$ cat config.mk
export PLATFORM = sky130hd
export DESIGN_NAME = can_rx_filter_tx_handler
export DESIGN_NICKNAME = d
export VERILOG_FILES = /design/src/can_rx_filter_tx_handler.v /design/src/filter_match.v
export VERILOG_INCLUDE_DIRS = /design/src
export SDC_FILE = /design/constraint.sdc
export NUM_CORES = 2
export LEC_CHECK = 0
export BUFFER_PORTS_ARGS = -buffer_cell sky130_fd_sc_hd__buf_2
export CAP_MARGIN = 20
export CORE_ASPECT_RATIO = 1.5
export CORE_MARGIN = 10
export CORE_UTILIZATION = 60
export CTS_CLUSTER_DIAMETER = 100
export DETAILED_ROUTE_END_ITERATION = 10
export PLACE_DENSITY = 0.77
export SYNTH_ARGS = -nofsm -noshare
export SYNTH_HDL_FRONTEND = slang
export SYNTH_SLANG_ARGS = --single-unit
$ cat constraint.sdc
create_clock -name pclk -period 114.7 [get_ports pclk]
set_clock_uncertainty 0.1 [all_clocks]
set_input_delay 0 -clock pclk [delete_from_list [all_inputs] [get_ports pclk]]
set_output_delay 0 -clock pclk [all_outputs]
set_load 0.01 [all_outputs]
$ cat src/can_filt_tx_regs.vh
// Register offsets, field positions and reset values of the CAN filter/Tx block
`ifndef CAN_FILT_TX_REGS_VH
`define CAN_FILT_TX_REGS_VH

// ----------------------------------------------------------------------
// Register offsets
// ----------------------------------------------------------------------
`define OFS_GLOBAL_FILTER_CONFIG 8'h00
`define OFS_TX_CONFIG            8'h04
`define OFS_IRQ_STATUS           8'h08
`define OFS_IRQ_MASK             8'h0c
`define OFS_TX_ADD_REQUEST       8'h10
`define OFS_TX_OCCURRED_BITS     8'h14
`define OFS_TX_FIFO_PUSH         8'h18
`define OFS_TX_PIPE_STATUS       8'h1c
`define OFS_STD_FILTER0          8'h20
`define OFS_STD_FILTER1          8'h24
`define OFS_EXT_FILTER0_W0       8'h28
`define OFS_EXT_FILTER0_W1       8'h2c
`define OFS_EXT_FILTER1_W0       8'h30
`define OFS_EXT_FILTER1_W1       8'h34
`define OFS_TX_BUF_ID_BASE       8'h40

// ----------------------------------------------------------------------
// Field positions
// ----------------------------------------------------------------------
`define NM_EXT_LSB    2
`define NM_STD_LSB    4
`define SF_TYPE_LSB   30
`define SF_CFG_LSB    27
`define SF_IDA_LSB    16
`define SF_IDB_LSB    0
`define EF_CFG_LSB    29
`define EF_TYPE_LSB   30
`define IRQ_PRIO_BIT  0
`define IRQ_DONE_BIT  1
`define IRQ_EMPTY_BIT 2

// ----------------------------------------------------------------------
// Encodings and reset values
// ----------------------------------------------------------------------
`define FT_RANGE      2'h0
`define FT_DUAL       2'h1
`define FT_CLASSIC    2'h2
`define FC_OFF        3'h0
`define FC_FIFO0      3'h1
`define FC_FIFO1      3'h2
`define FC_REJECT     3'h3
`define FC_PRIO       3'h4
`define FC_PRIO_FIFO1 3'h6
`define FC_STORE_ALT  3'h7
`define GA_FIFO0      2'h0
`define GA_FIFO1      2'h1
`define RST_GLOBAL_FILTER_CONFIG 32'h00000000
`define RST_TX_CONFIG 1'h0
`define RST_FILTER    32'h00000000
`define RST_IRQ_MASK  3'h0

`endif

$ cat src/can_rx_filter_tx_handler.v
// CAN receive acceptance filtering and transmit message handler
// Summary of operation
// - Std priority filter match sets high-priority flag
// - Ext priority filter match sets high-priority flag
// - Global non-match acceptance never sets priority flag
// - Accept-encoded global setting accepts unmatched ext frames
// - Accept-encoded global setting accepts unmatched std frames
// - Ext store encodings route to FIFO 0/1
// - Std store encodings route to FIFO 0/1
// - Ext classic: value and mask, zero bits ignored
// - Std classic: value and mask, zero bits ignored
// - Queue mode clear: dedicated buffers plus FIFO
// - Rescan keeps three-slot pipeline in priority order
// - Failed attempt stays pending and retries later
// - FIFO messages leave in FIFO order while queue mode is clear; in queue mode they go by identifier
// - Equal identifiers go by ascending buffer number
// - Add-request starts buffer; completion sets flags
// - Last FIFO completion sets FIFO-empty flag
// - Arbitrate and load output buffer before request
//
// Implementation choices: the register offsets and the APB register port.
`default_nettype none
`include "can_filt_tx_regs.vh"

module can_rx_filter_tx_handler (
  input  wire        pclk,
  input  wire        presetn,
  input  wire        psel,
  input  wire        penable,
  input  wire        pwrite,
  input  wire [7:0]  paddr,
  input  wire [31:0] pwdata,
  output wire [31:0] prdata,
  output wire        pready,
  output wire        pslverr,
  input  wire        rx_frame_valid,
  input  wire        rx_frame_ext,
  input  wire [28:0] rx_frame_id,
  output wire        rx_store_valid,
  output wire        rx_store_fifo1,
  output wire        tx_req,
  output wire [28:0] tx_id,
  output wire [2:0]  tx_index,
  input  wire        tx_done,
  input  wire        tx_fail,
  output wire        irq
);

  // --------------------------------------------------------------------
  // State
  // --------------------------------------------------------------------
  reg [31:0] prdata_q;
  reg        pready_q;
  reg        pslverr_q;
  reg [31:0] global_filter_config_q;
  reg        tx_queue_mode_q;
  reg [2:0]  irq_status_q;
  reg [2:0]  irq_mask_q;
  reg        irq_q;
  reg [31:0] sflt_q [0:1];
  reg [31:0] ew0_q [0:1];
  reg [31:0] ew1_q [0:1];
  reg [28:0] tid_q [0:7];
  reg [3:0]  pend_q;
  reg [3:0]  tx_occurred_bits_q;
  reg [3:0]  fpend_q;
  reg [1:0]  put_q;
  reg [1:0]  get_q;
  reg        busy_q;
  reg [2:0]  p0_q;
  reg        v1_q;
  reg [2:0]  p1_q;
  reg        v2_q;
  reg [2:0]  p2_q;
  reg        tx_req_q;
  reg [28:0] tx_id_q;
  reg        rx_store_valid_q;
  reg        rx_store_fifo1_q;
  integer    i, j, k;
  assign prdata         = prdata_q;
  assign pready         = pready_q;
  assign pslverr        = pslverr_q;
  assign rx_store_valid = rx_store_valid_q;
  assign rx_store_fifo1 = rx_store_fifo1_q;
  assign tx_req         = tx_req_q;
  assign tx_id          = tx_id_q;
  assign tx_index       = p0_q;
  assign irq            = irq_q;

  // --------------------------------------------------------------------
  // APB handshake and decode
  // --------------------------------------------------------------------
  wire wr = psel & penable & pready_q & pwrite;
  reg  [31:0] rdat;
  reg         mapped;
  always @* begin
    rdat   = 32'h00000000;
    mapped = 1'b1;
    if (paddr == `OFS_GLOBAL_FILTER_CONFIG) begin
      rdat = global_filter_config_q;
    end else if (paddr == `OFS_TX_CONFIG) begin
      rdat = {31'h00000000, tx_queue_mode_q};
    end else if (paddr == `OFS_IRQ_STATUS) begin
      rdat = {29'h00000000, irq_status_q};
    end else if (paddr == `OFS_IRQ_MASK) begin
      rdat = {29'h00000000, irq_mask_q};
    end else if (paddr == `OFS_TX_ADD_REQUEST) begin
      rdat = {28'h0000000, pend_q};
    end else if (paddr == `OFS_TX_OCCURRED_BITS) begin
      rdat = {28'h0000000, tx_occurred_bits_q};
    end else if (paddr == `OFS_TX_FIFO_PUSH) begin
      rdat = {24'h000000, fpend_q, get_q, put_q};
    end else if (paddr == `OFS_TX_PIPE_STATUS) begin
      rdat = {20'h00000, v2_q, p2_q, v1_q, p1_q, busy_q, p0_q};
    end else if (paddr == `OFS_STD_FILTER0) begin
      rdat = sflt_q[0];
    end else if (paddr == `OFS_STD_FILTER1) begin
      rdat = sflt_q[1];
    end else if (paddr == `OFS_EXT_FILTER0_W0) begin
      rdat = ew0_q[0];
    end else if (paddr == `OFS_EXT_FILTER0_W1) begin
      rdat = ew1_q[0];
    end else if (paddr == `OFS_EXT_FILTER1_W0) begin
      rdat = ew0_q[1];
    end else if (paddr == `OFS_EXT_FILTER1_W1) begin
      rdat = ew1_q[1];
    end else if ({paddr[7:4], 4'h0} == `OFS_TX_BUF_ID_BASE) begin
      rdat = {3'h0, tid_q[{1'b0, paddr[3:2]}]};
    end else begin
      mapped = 1'b0;
    end
  end

  always @(posedge pclk or negedge presetn) begin
    if (!presetn) begin
      pready_q  <= 1'b0;
      prdata_q  <= 32'h00000000;
      pslverr_q <= 1'b0;
    end else begin
      pready_q  <= psel & penable & ~pready_q;
      prdata_q  <= (psel & penable & ~pready_q & ~pwrite) ? rdat : 32'h0;
      pslverr_q <= psel & penable & ~pready_q & ~mapped;
    end
  end

  wire wr_ok = wr & ~pslverr_q;
  // --------------------------------------------------------------------
  // Receive acceptance filtering
  // --------------------------------------------------------------------
  wire [1:0] shit;
  wire [1:0] ehit;

  genvar g;
  generate
    for (g = 0; g < 2; g = g + 1) begin : flt
      filter_match #(.W(11)) u_std (
        .id    (rx_frame_id[10:0]),
        .id_a  (sflt_q[g][`SF_IDA_LSB+10:`SF_IDA_LSB]),
        .id_b  (sflt_q[g][`SF_IDB_LSB+10:`SF_IDB_LSB]),
        .ftype (sflt_q[g][`SF_TYPE_LSB+1:`SF_TYPE_LSB]),
        .hit   (shit[g])
      );
      filter_match #(.W(29)) u_ext (
        .id    (rx_frame_id),
        .id_a  (ew0_q[g][28:0]),
        .id_b  (ew1_q[g][28:0]),
        .ftype (ew1_q[g][`EF_TYPE_LSB+1:`EF_TYPE_LSB]),
        .hit   (ehit[g])
      );
    end
  endgenerate

  reg       rx_acc;
  reg       rx_f1;
  reg       rx_prio;
  reg       rx_found;
  reg [2:0] cfg;
  reg       hit;
  reg [1:0] gsel;
  always @* begin
    {rx_acc, rx_f1, rx_prio, rx_found} = 4'h0;
    cfg      = `FC_OFF;
    hit      = 1'b0;
    for (i = 0; i < 2; i = i + 1) begin
      if (rx_frame_ext) begin
        cfg = ew0_q[i][`EF_CFG_LSB+2:`EF_CFG_LSB];
        hit = ehit[i];
      end else begin
        cfg = sflt_q[i][`SF_CFG_LSB+2:`SF_CFG_LSB];
        hit = shit[i];
      end
      if (!rx_found && cfg != `FC_OFF && hit) begin
        rx_found = 1'b1;
        rx_acc   = (cfg != `FC_REJECT) && (cfg != `FC_PRIO);
        rx_f1    = (cfg == `FC_FIFO1) || (cfg == `FC_PRIO_FIFO1);
        rx_prio  = cfg[2] && (cfg != `FC_STORE_ALT);
      end
    end
    gsel = rx_frame_ext ? global_filter_config_q[`NM_EXT_LSB+1:`NM_EXT_LSB]
                        : global_filter_config_q[`NM_STD_LSB+1:`NM_STD_LSB];
    if (!rx_found) begin
      rx_acc = (gsel == `GA_FIFO0) || (gsel == `GA_FIFO1);
      rx_f1  = (gsel == `GA_FIFO1);
      rx_prio = 1'b0;
    end
  end
  always @(posedge pclk or negedge presetn) begin
    if (!presetn) begin
      rx_store_valid_q <= 1'b0;
      rx_store_fifo1_q <= 1'b0;
    end else begin
      rx_store_valid_q <= rx_frame_valid & rx_acc;
      rx_store_fifo1_q <= rx_frame_valid & rx_acc & rx_f1;
    end
  end
  // --------------------------------------------------------------------
  // Transmit scan: two best candidates outside the active slot
  // --------------------------------------------------------------------
  reg [7:0]  elig;
  reg        v1;
  reg [2:0]  b1;
  reg [28:0] bid1;
  reg        v2;
  reg [2:0]  b2;
  reg [28:0] bid2;
  always @* begin
    elig = 8'h00;
    for (j = 0; j < 4; j = j + 1) begin
      elig[j]   = pend_q[j];
      elig[j+4] = fpend_q[j] &
                  (tx_queue_mode_q | (get_q == j[1:0]));
    end
    if (busy_q) begin
      elig[p0_q] = 1'b0;
    end
    {v1, b1, bid1} = 33'h0;
    {v2, b2, bid2} = 33'h0;
    for (j = 0; j < 8; j = j + 1) begin
      if (elig[j] && (!v1 || tid_q[j] < bid1)) begin
        v1   = 1'b1;
        b1   = j[2:0];
        bid1 = tid_q[j];
      end
    end
    for (j = 0; j < 8; j = j + 1) begin
      if (elig[j] && b1 != j[2:0] && (!v2 || tid_q[j] < bid2)) begin
        v2   = 1'b1;
        b2   = j[2:0];
        bid2 = tid_q[j];
      end
    end
  end

  // --------------------------------------------------------------------
  // Transmit pipeline, pending bits and FIFO pointers
  // --------------------------------------------------------------------
  wire       done_ev   = tx_done & busy_q;
  wire       fail_ev   = tx_fail & busy_q;
  wire       done_fifo = done_ev & p0_q[2];
  wire [3:0] done_ded  = done_ev & ~p0_q[2] ? (4'h1 << p0_q[1:0]) : 4'h0;
  wire [3:0] done_fbit = done_fifo ? (4'h1 << p0_q[1:0]) : 4'h0;
  wire       push      = wr_ok && paddr == `OFS_TX_FIFO_PUSH && !fpend_q[put_q];
  wire [3:0] push_bit  = push ? (4'h1 << put_q) : 4'h0;
  wire [3:0] add_bits  = (wr_ok && paddr == `OFS_TX_ADD_REQUEST) ?
                         pwdata[3:0] : 4'h0;
  wire [3:0] fpend_d   = (fpend_q & ~done_fbit) | push_bit;
  wire       tfe_ev    = done_fifo & (fpend_d == 4'h0);
  always @(posedge pclk or negedge presetn) begin
    if (!presetn) begin
      pend_q             <= 4'h0;
      tx_occurred_bits_q <= 4'h0;
      fpend_q            <= 4'h0;
      {put_q, get_q}     <= 4'h0;
      {busy_q, p0_q}     <= 4'h0;
      {v1_q, p1_q, v2_q, p2_q} <= 8'h00;
      {tx_req_q, tx_id_q} <= 30'h0;
    end else begin
      pend_q  <= (pend_q & ~done_ded) | add_bits;
      tx_occurred_bits_q <= (tx_occurred_bits_q & ~add_bits) | done_ded;
      fpend_q <= fpend_d;
      if (push) begin
        put_q <= put_q + 2'h1;
      end
      if (done_fifo && !tx_queue_mode_q) begin
        get_q <= get_q + 2'h1;
      end
      v1_q <= v1;
      p1_q <= b1;
      v2_q <= v2;
      p2_q <= b2;
      if (done_ev || fail_ev) begin
        busy_q   <= 1'b0;
        tx_req_q <= 1'b0;
      end else if (!busy_q && v1_q && elig[p1_q]) begin
        busy_q   <= 1'b1;
        p0_q     <= p1_q;
        tx_id_q  <= tid_q[p1_q];
        tx_req_q <= 1'b1;
      end
    end
  end
  // --------------------------------------------------------------------
  // Configuration and message identifier storage
  // --------------------------------------------------------------------
  always @(posedge pclk or negedge presetn) begin
    if (!presetn) begin
      global_filter_config_q <= `RST_GLOBAL_FILTER_CONFIG;
      tx_queue_mode_q <= `RST_TX_CONFIG;
      irq_mask_q      <= `RST_IRQ_MASK;
      for (k = 0; k < 2; k = k + 1) begin
        sflt_q[k] <= `RST_FILTER;
        ew0_q[k]  <= `RST_FILTER;
        ew1_q[k]  <= `RST_FILTER;
      end
      for (k = 0; k < 8; k = k + 1) begin
        tid_q[k] <= 29'h0;
      end
    end else begin
      if (wr_ok) begin
        if (paddr == `OFS_GLOBAL_FILTER_CONFIG) begin
          global_filter_config_q <= pwdata;
        end else if (paddr == `OFS_TX_CONFIG) begin
          tx_queue_mode_q <= pwdata[0];
        end else if (paddr == `OFS_IRQ_MASK) begin
          irq_mask_q <= pwdata[2:0];
        end else if (paddr == `OFS_STD_FILTER0) begin
          sflt_q[0] <= pwdata;
        end else if (paddr == `OFS_STD_FILTER1) begin
          sflt_q[1] <= pwdata;
        end else if (paddr == `OFS_EXT_FILTER0_W0) begin
          ew0_q[0] <= pwdata;
        end else if (paddr == `OFS_EXT_FILTER0_W1) begin
          ew1_q[0] <= pwdata;
        end else if (paddr == `OFS_EXT_FILTER1_W0) begin
          ew0_q[1] <= pwdata;
        end else if (paddr == `OFS_EXT_FILTER1_W1) begin
          ew1_q[1] <= pwdata;
        end else if ({paddr[7:4], 4'h0} == `OFS_TX_BUF_ID_BASE) begin
          tid_q[{1'b0, paddr[3:2]}] <= pwdata[28:0];
        end else if (push) begin
          tid_q[{1'b1, put_q}] <= pwdata[28:0];
        end
      end
    end
  end

  // --------------------------------------------------------------------
  // Interrupt flags
  // --------------------------------------------------------------------
  wire [2:0] irq_clr = (wr_ok && paddr == `OFS_IRQ_STATUS) ?
                       pwdata[2:0] : 3'h0;
  wire [2:0] irq_set = {tfe_ev, done_ev,
                        rx_frame_valid & rx_prio};
  wire [2:0] irq_d   = (irq_status_q & ~irq_clr) | irq_set;

  always @(posedge pclk or negedge presetn) begin
    if (!presetn) begin
      irq_status_q <= 3'h0;
      irq_q        <= 1'b0;
    end else begin
      irq_status_q <= irq_d;
      irq_q        <= |(irq_d & irq_mask_q);
    end
  end

endmodule
`default_nettype wire

$ cat src/filter_match.v
// Single acceptance filter element compare: range, dual id or value/mask
`default_nettype none
`include "can_filt_tx_regs.vh"

module filter_match #(
  parameter W = 11
) (
  input  wire [W-1:0] id,
  input  wire [W-1:0] id_a,
  input  wire [W-1:0] id_b,
  input  wire [1:0]   ftype,
  output reg          hit
);

  always @* begin
    case (ftype)
      `FT_RANGE:   hit = (id >= id_a) && (id <= id_b);
      `FT_DUAL:    hit = (id == id_a) || (id == id_b);
      `FT_CLASSIC: hit = ((id ^ id_a) & id_b) == {W{1'b0}};
      default:     hit = 1'b0;
    endcase
  end

endmodule
`default_nettype wire

==> out/results.ini <==
[logic_synthesis]
synth_common_cells=mux2_2, ha_1, dfrtp_1
synth_area_leaders=dfrtp_1, ha_1, mux2_2
synthesis.area_um2=44600
synth-compound-area-share_pct=13.5
synth.most_common_cell=mux2_2
synth_xor_area_share_pct=0.0392
yosysWarnings=0
async_flop_share_pct=100
synth_top_family_by_area=multiplexers
ys_ff_latch=557
yosysTopAreaCell=dfrtp_1
muxShareOfSynthArea_pct=24.5
synth_enable_flop_cells=0
syn_nets=5020
synth.avg_cell_area_um2=10.2
synth_fa_ha_area_share_pct=15.7
synthFlopType=dfrtp_1
syn_inst=4382
yosys.cell_types.count=91
synthSimpleGateAreaFrac_pct=9.14
synth_top_area_share_pct=31.2
seq_area_frac_synth_pct=31.2

[clock_tree]
htreeDepth=2
hold_buffers=59
clock-sinks=557
cts_resized=0
cts_made_buffers=56
cts_tree=done
clk_pin_slew_ps=70
insertion_delay_ps=670
post_cts_buffers=0
cts-root-buf=clkbuf_16
cts_buffer_depth=3

[sta]
max_freq_mhz=22.9
final-hold-violation-count=0
worst_slack_ps=71080
fin_crit_sh_pct=38.0
grt_setup_unrepaired=false
tightest_slew_ps=1240
fin_setup_tns_ps=0
slew_viol_final=0
slew-limit-headroom_pct=16.9
setup_viol=0
post-route-min-period_ps=43620

[detailed_routing]
drtIter0Drc=3416
ant_nets=0
wl_per_cell_um=29.5
via_count=37200
routed_via_density=6.72
wl_um=163000
drt_first_pass_iters=6
drcViolationCount=0

[critical_path]
worstPathArrival_ps=44120
path_class=flop to flop
slowest_stage=a2111oi_0
cp_max_fo=64
cp-end-kind=flop
r2r_slack_ps=71080
crit_path_start_kind=flop
cp.required_ps=115200
critPathMaxStageDelay_ps=950

[place]
placed_cells=5367
place_area_um2=46300
gp_congestion=1.06
dp_hpwl_um=124000
io_buffers=147
pre_cts_slack_ps=72000

[power_and_ir_drop]
ir_drop_uv=11.4
finalPower_w=0.000440
switching_power_w=0.000113
p_clk_share_pct=46.6
p_leak_nw=22.9
power_density_nw_per_um2=8.99
intPower_w=0.000327
seq_power_share_pct=45.3
switching_share_pct=25.8
pwr-share-comb_pct=8.1

[layout]
area_delta_synth_final_pct=9.70
drive_above_1_share_pct=24.3
finalNonFillerCells=5535
finish.instance_area_um2=49000
fillerInstances=5913
fin_nets=5132

[floorplan]
coreArea_um2=73700
die_h_um=354
rows=122
start_util_pct=60.5
io_pins=148
die-area_um2=85900
die_w_um=243

[hold_path]
worst_hold_path_type=input port to flop

[global_routing]
grt_use_total_pct=37.2
grt_max_degree=164
grt.overflow.total=0
grt_pass1_wl_um=242000
grt_pass1_vias=38200
antenna_found_initial=3

[run]
cap_violations=0

[status]
status=finished clean

## power groups by stage
stage / Clock [W] / Combinational, W / Sequential, W
3_3_place_gp: 0 / 0.0000329 / 0.000203
3_5_place_dp: 0 / 0.0000332 / 0.000203
6_report: 0.000205 / 0.0000357 / 0.000199
5_1_grt: 0.000213 / 0.0000386 / 0.000199
4_1_cts: 0.000206 / 0.0000349 / 0.000199
2_1_floorplan: 0 / 0.0000171 / 0.000202
## flip-flops by register name, indices dropped and copies added, names as in the netlist, 2 cells and up
| signal | flops |
|---|---|
| ew0_q | 64 |
| ew1_q | 64 |
| fpend_q | 4 |
| get_q | 2 |
| global_filter_config_q | 32 |
| irq_mask_q | 3 |
| irq_status_q | 3 |
| p1_q | 3 |
| p2_q | 3 |
| pend_q | 4 |
| prdata | 32 |
| put_q | 2 |
| sflt_q | 64 |
| tid_q | 232 |
| tx_id | 29 |
| tx_index | 3 |
| tx_occurred_bits_q | 4 |
## final cells by class
cell class | instances | area [um2] | area share (%)
antenna | 2 | 5.00 | 0.0102
clock buffer | 72 | 1550 | 3.17
clock inverter | 33 | 455 | 0.930
inverter | 474 | 1780 | 3.63
multi-input combinational | 3147 | 28200 | 57.6
sequential | 557 | 13900 | 28.5
tap | 992 | 1240 | 2.54
timing repair buffer | 258 | 1780 | 3.63
## placed cells by master, fill, tap and decap left out, types with 9 or more instances in the layout
master / count
a21oi_1: 192
nand2_1: 277
mux4_2: 92
mux2_2: 600
or2_2: 10
buf_2: 146
o21a_1: 67
mux2_1: 29
ha_1: 560
clkbuf_16: 57
a21o_1: 87
nor3_1: 21
a211oi_1: 16
buf_4: 49
dfrtp_1: 554
nand2b_1: 58
nand3_1: 73
clkinv_2: 12
nor4_1: 20
nor2b_1: 66
o22ai_1: 42
inv_1: 474
nor2_1: 120
a221oi_1: 31
o21bai_1: 9
bufinv_16: 9
o211ai_1: 13
a31oi_1: 30
a222oi_1: 36
nand4_1: 108
dlygate4sd3_1: 58
a22oi_1: 12
mux2i_4: 28
o221ai_1: 30
o21ai_0: 252
and3_1: 9
mux2_4: 29
mux2i_1: 70
## kinds of logic (layout without fill, tap and decap cells)
group	Yosys count	after routing
multiplexers	849	849
XOR/XNOR	2	2
AND/OR/NAND/NOR	822	822
other	0	2
AO/OA/AOI/OAI	914	914
buffers and inverters	678	837
flip-flops	557	557
adder cells (fa/ha/maj)	560	560
## final timing paths
kind                                 from         end  cells past startpoint
worst max-delay path               tx_req     p2_q[0]                    194
worst min-delay path             paddr[5]   prdata[3]                      5
worst max register to register     tx_req     p2_q[0]                    194
worst min register to register  tx_id[21]   tx_id[21]                      2
max in group asynchronous         presetn     p1_q[0]                      5
min in group asynchronous         presetn  tid_q[107]                      4
## per-stage QoR
step	hold WS (ps)	util, %
4_1_cts	9.32	66.4
3_3_place_gp	47.4	62.8
2_1_floorplan	-396	-
3_5_place_dp	56.7	62.8
5_1_grt	93.0	66.4
6_report	67.4	66.4
## worst max-delay path: cells and delay by family (launching register included)
family	cells	cell delay, ps
and+or+nand+nor	51	9030
adders and majority gates	14	4100
buffers and inverters	20	5120
AOI/OAI and AO/OA	99	21030
muxes	10	3410
DFF	1	500
## per-layer routing
metal  wire length (um)  track usage (%)
met1              57000             40.3
met2              79100             63.6
met3              11700             6.41
met4              15300             30.0
met5                  0                0
Note: power is estimated with default switching activity, not from simulation.
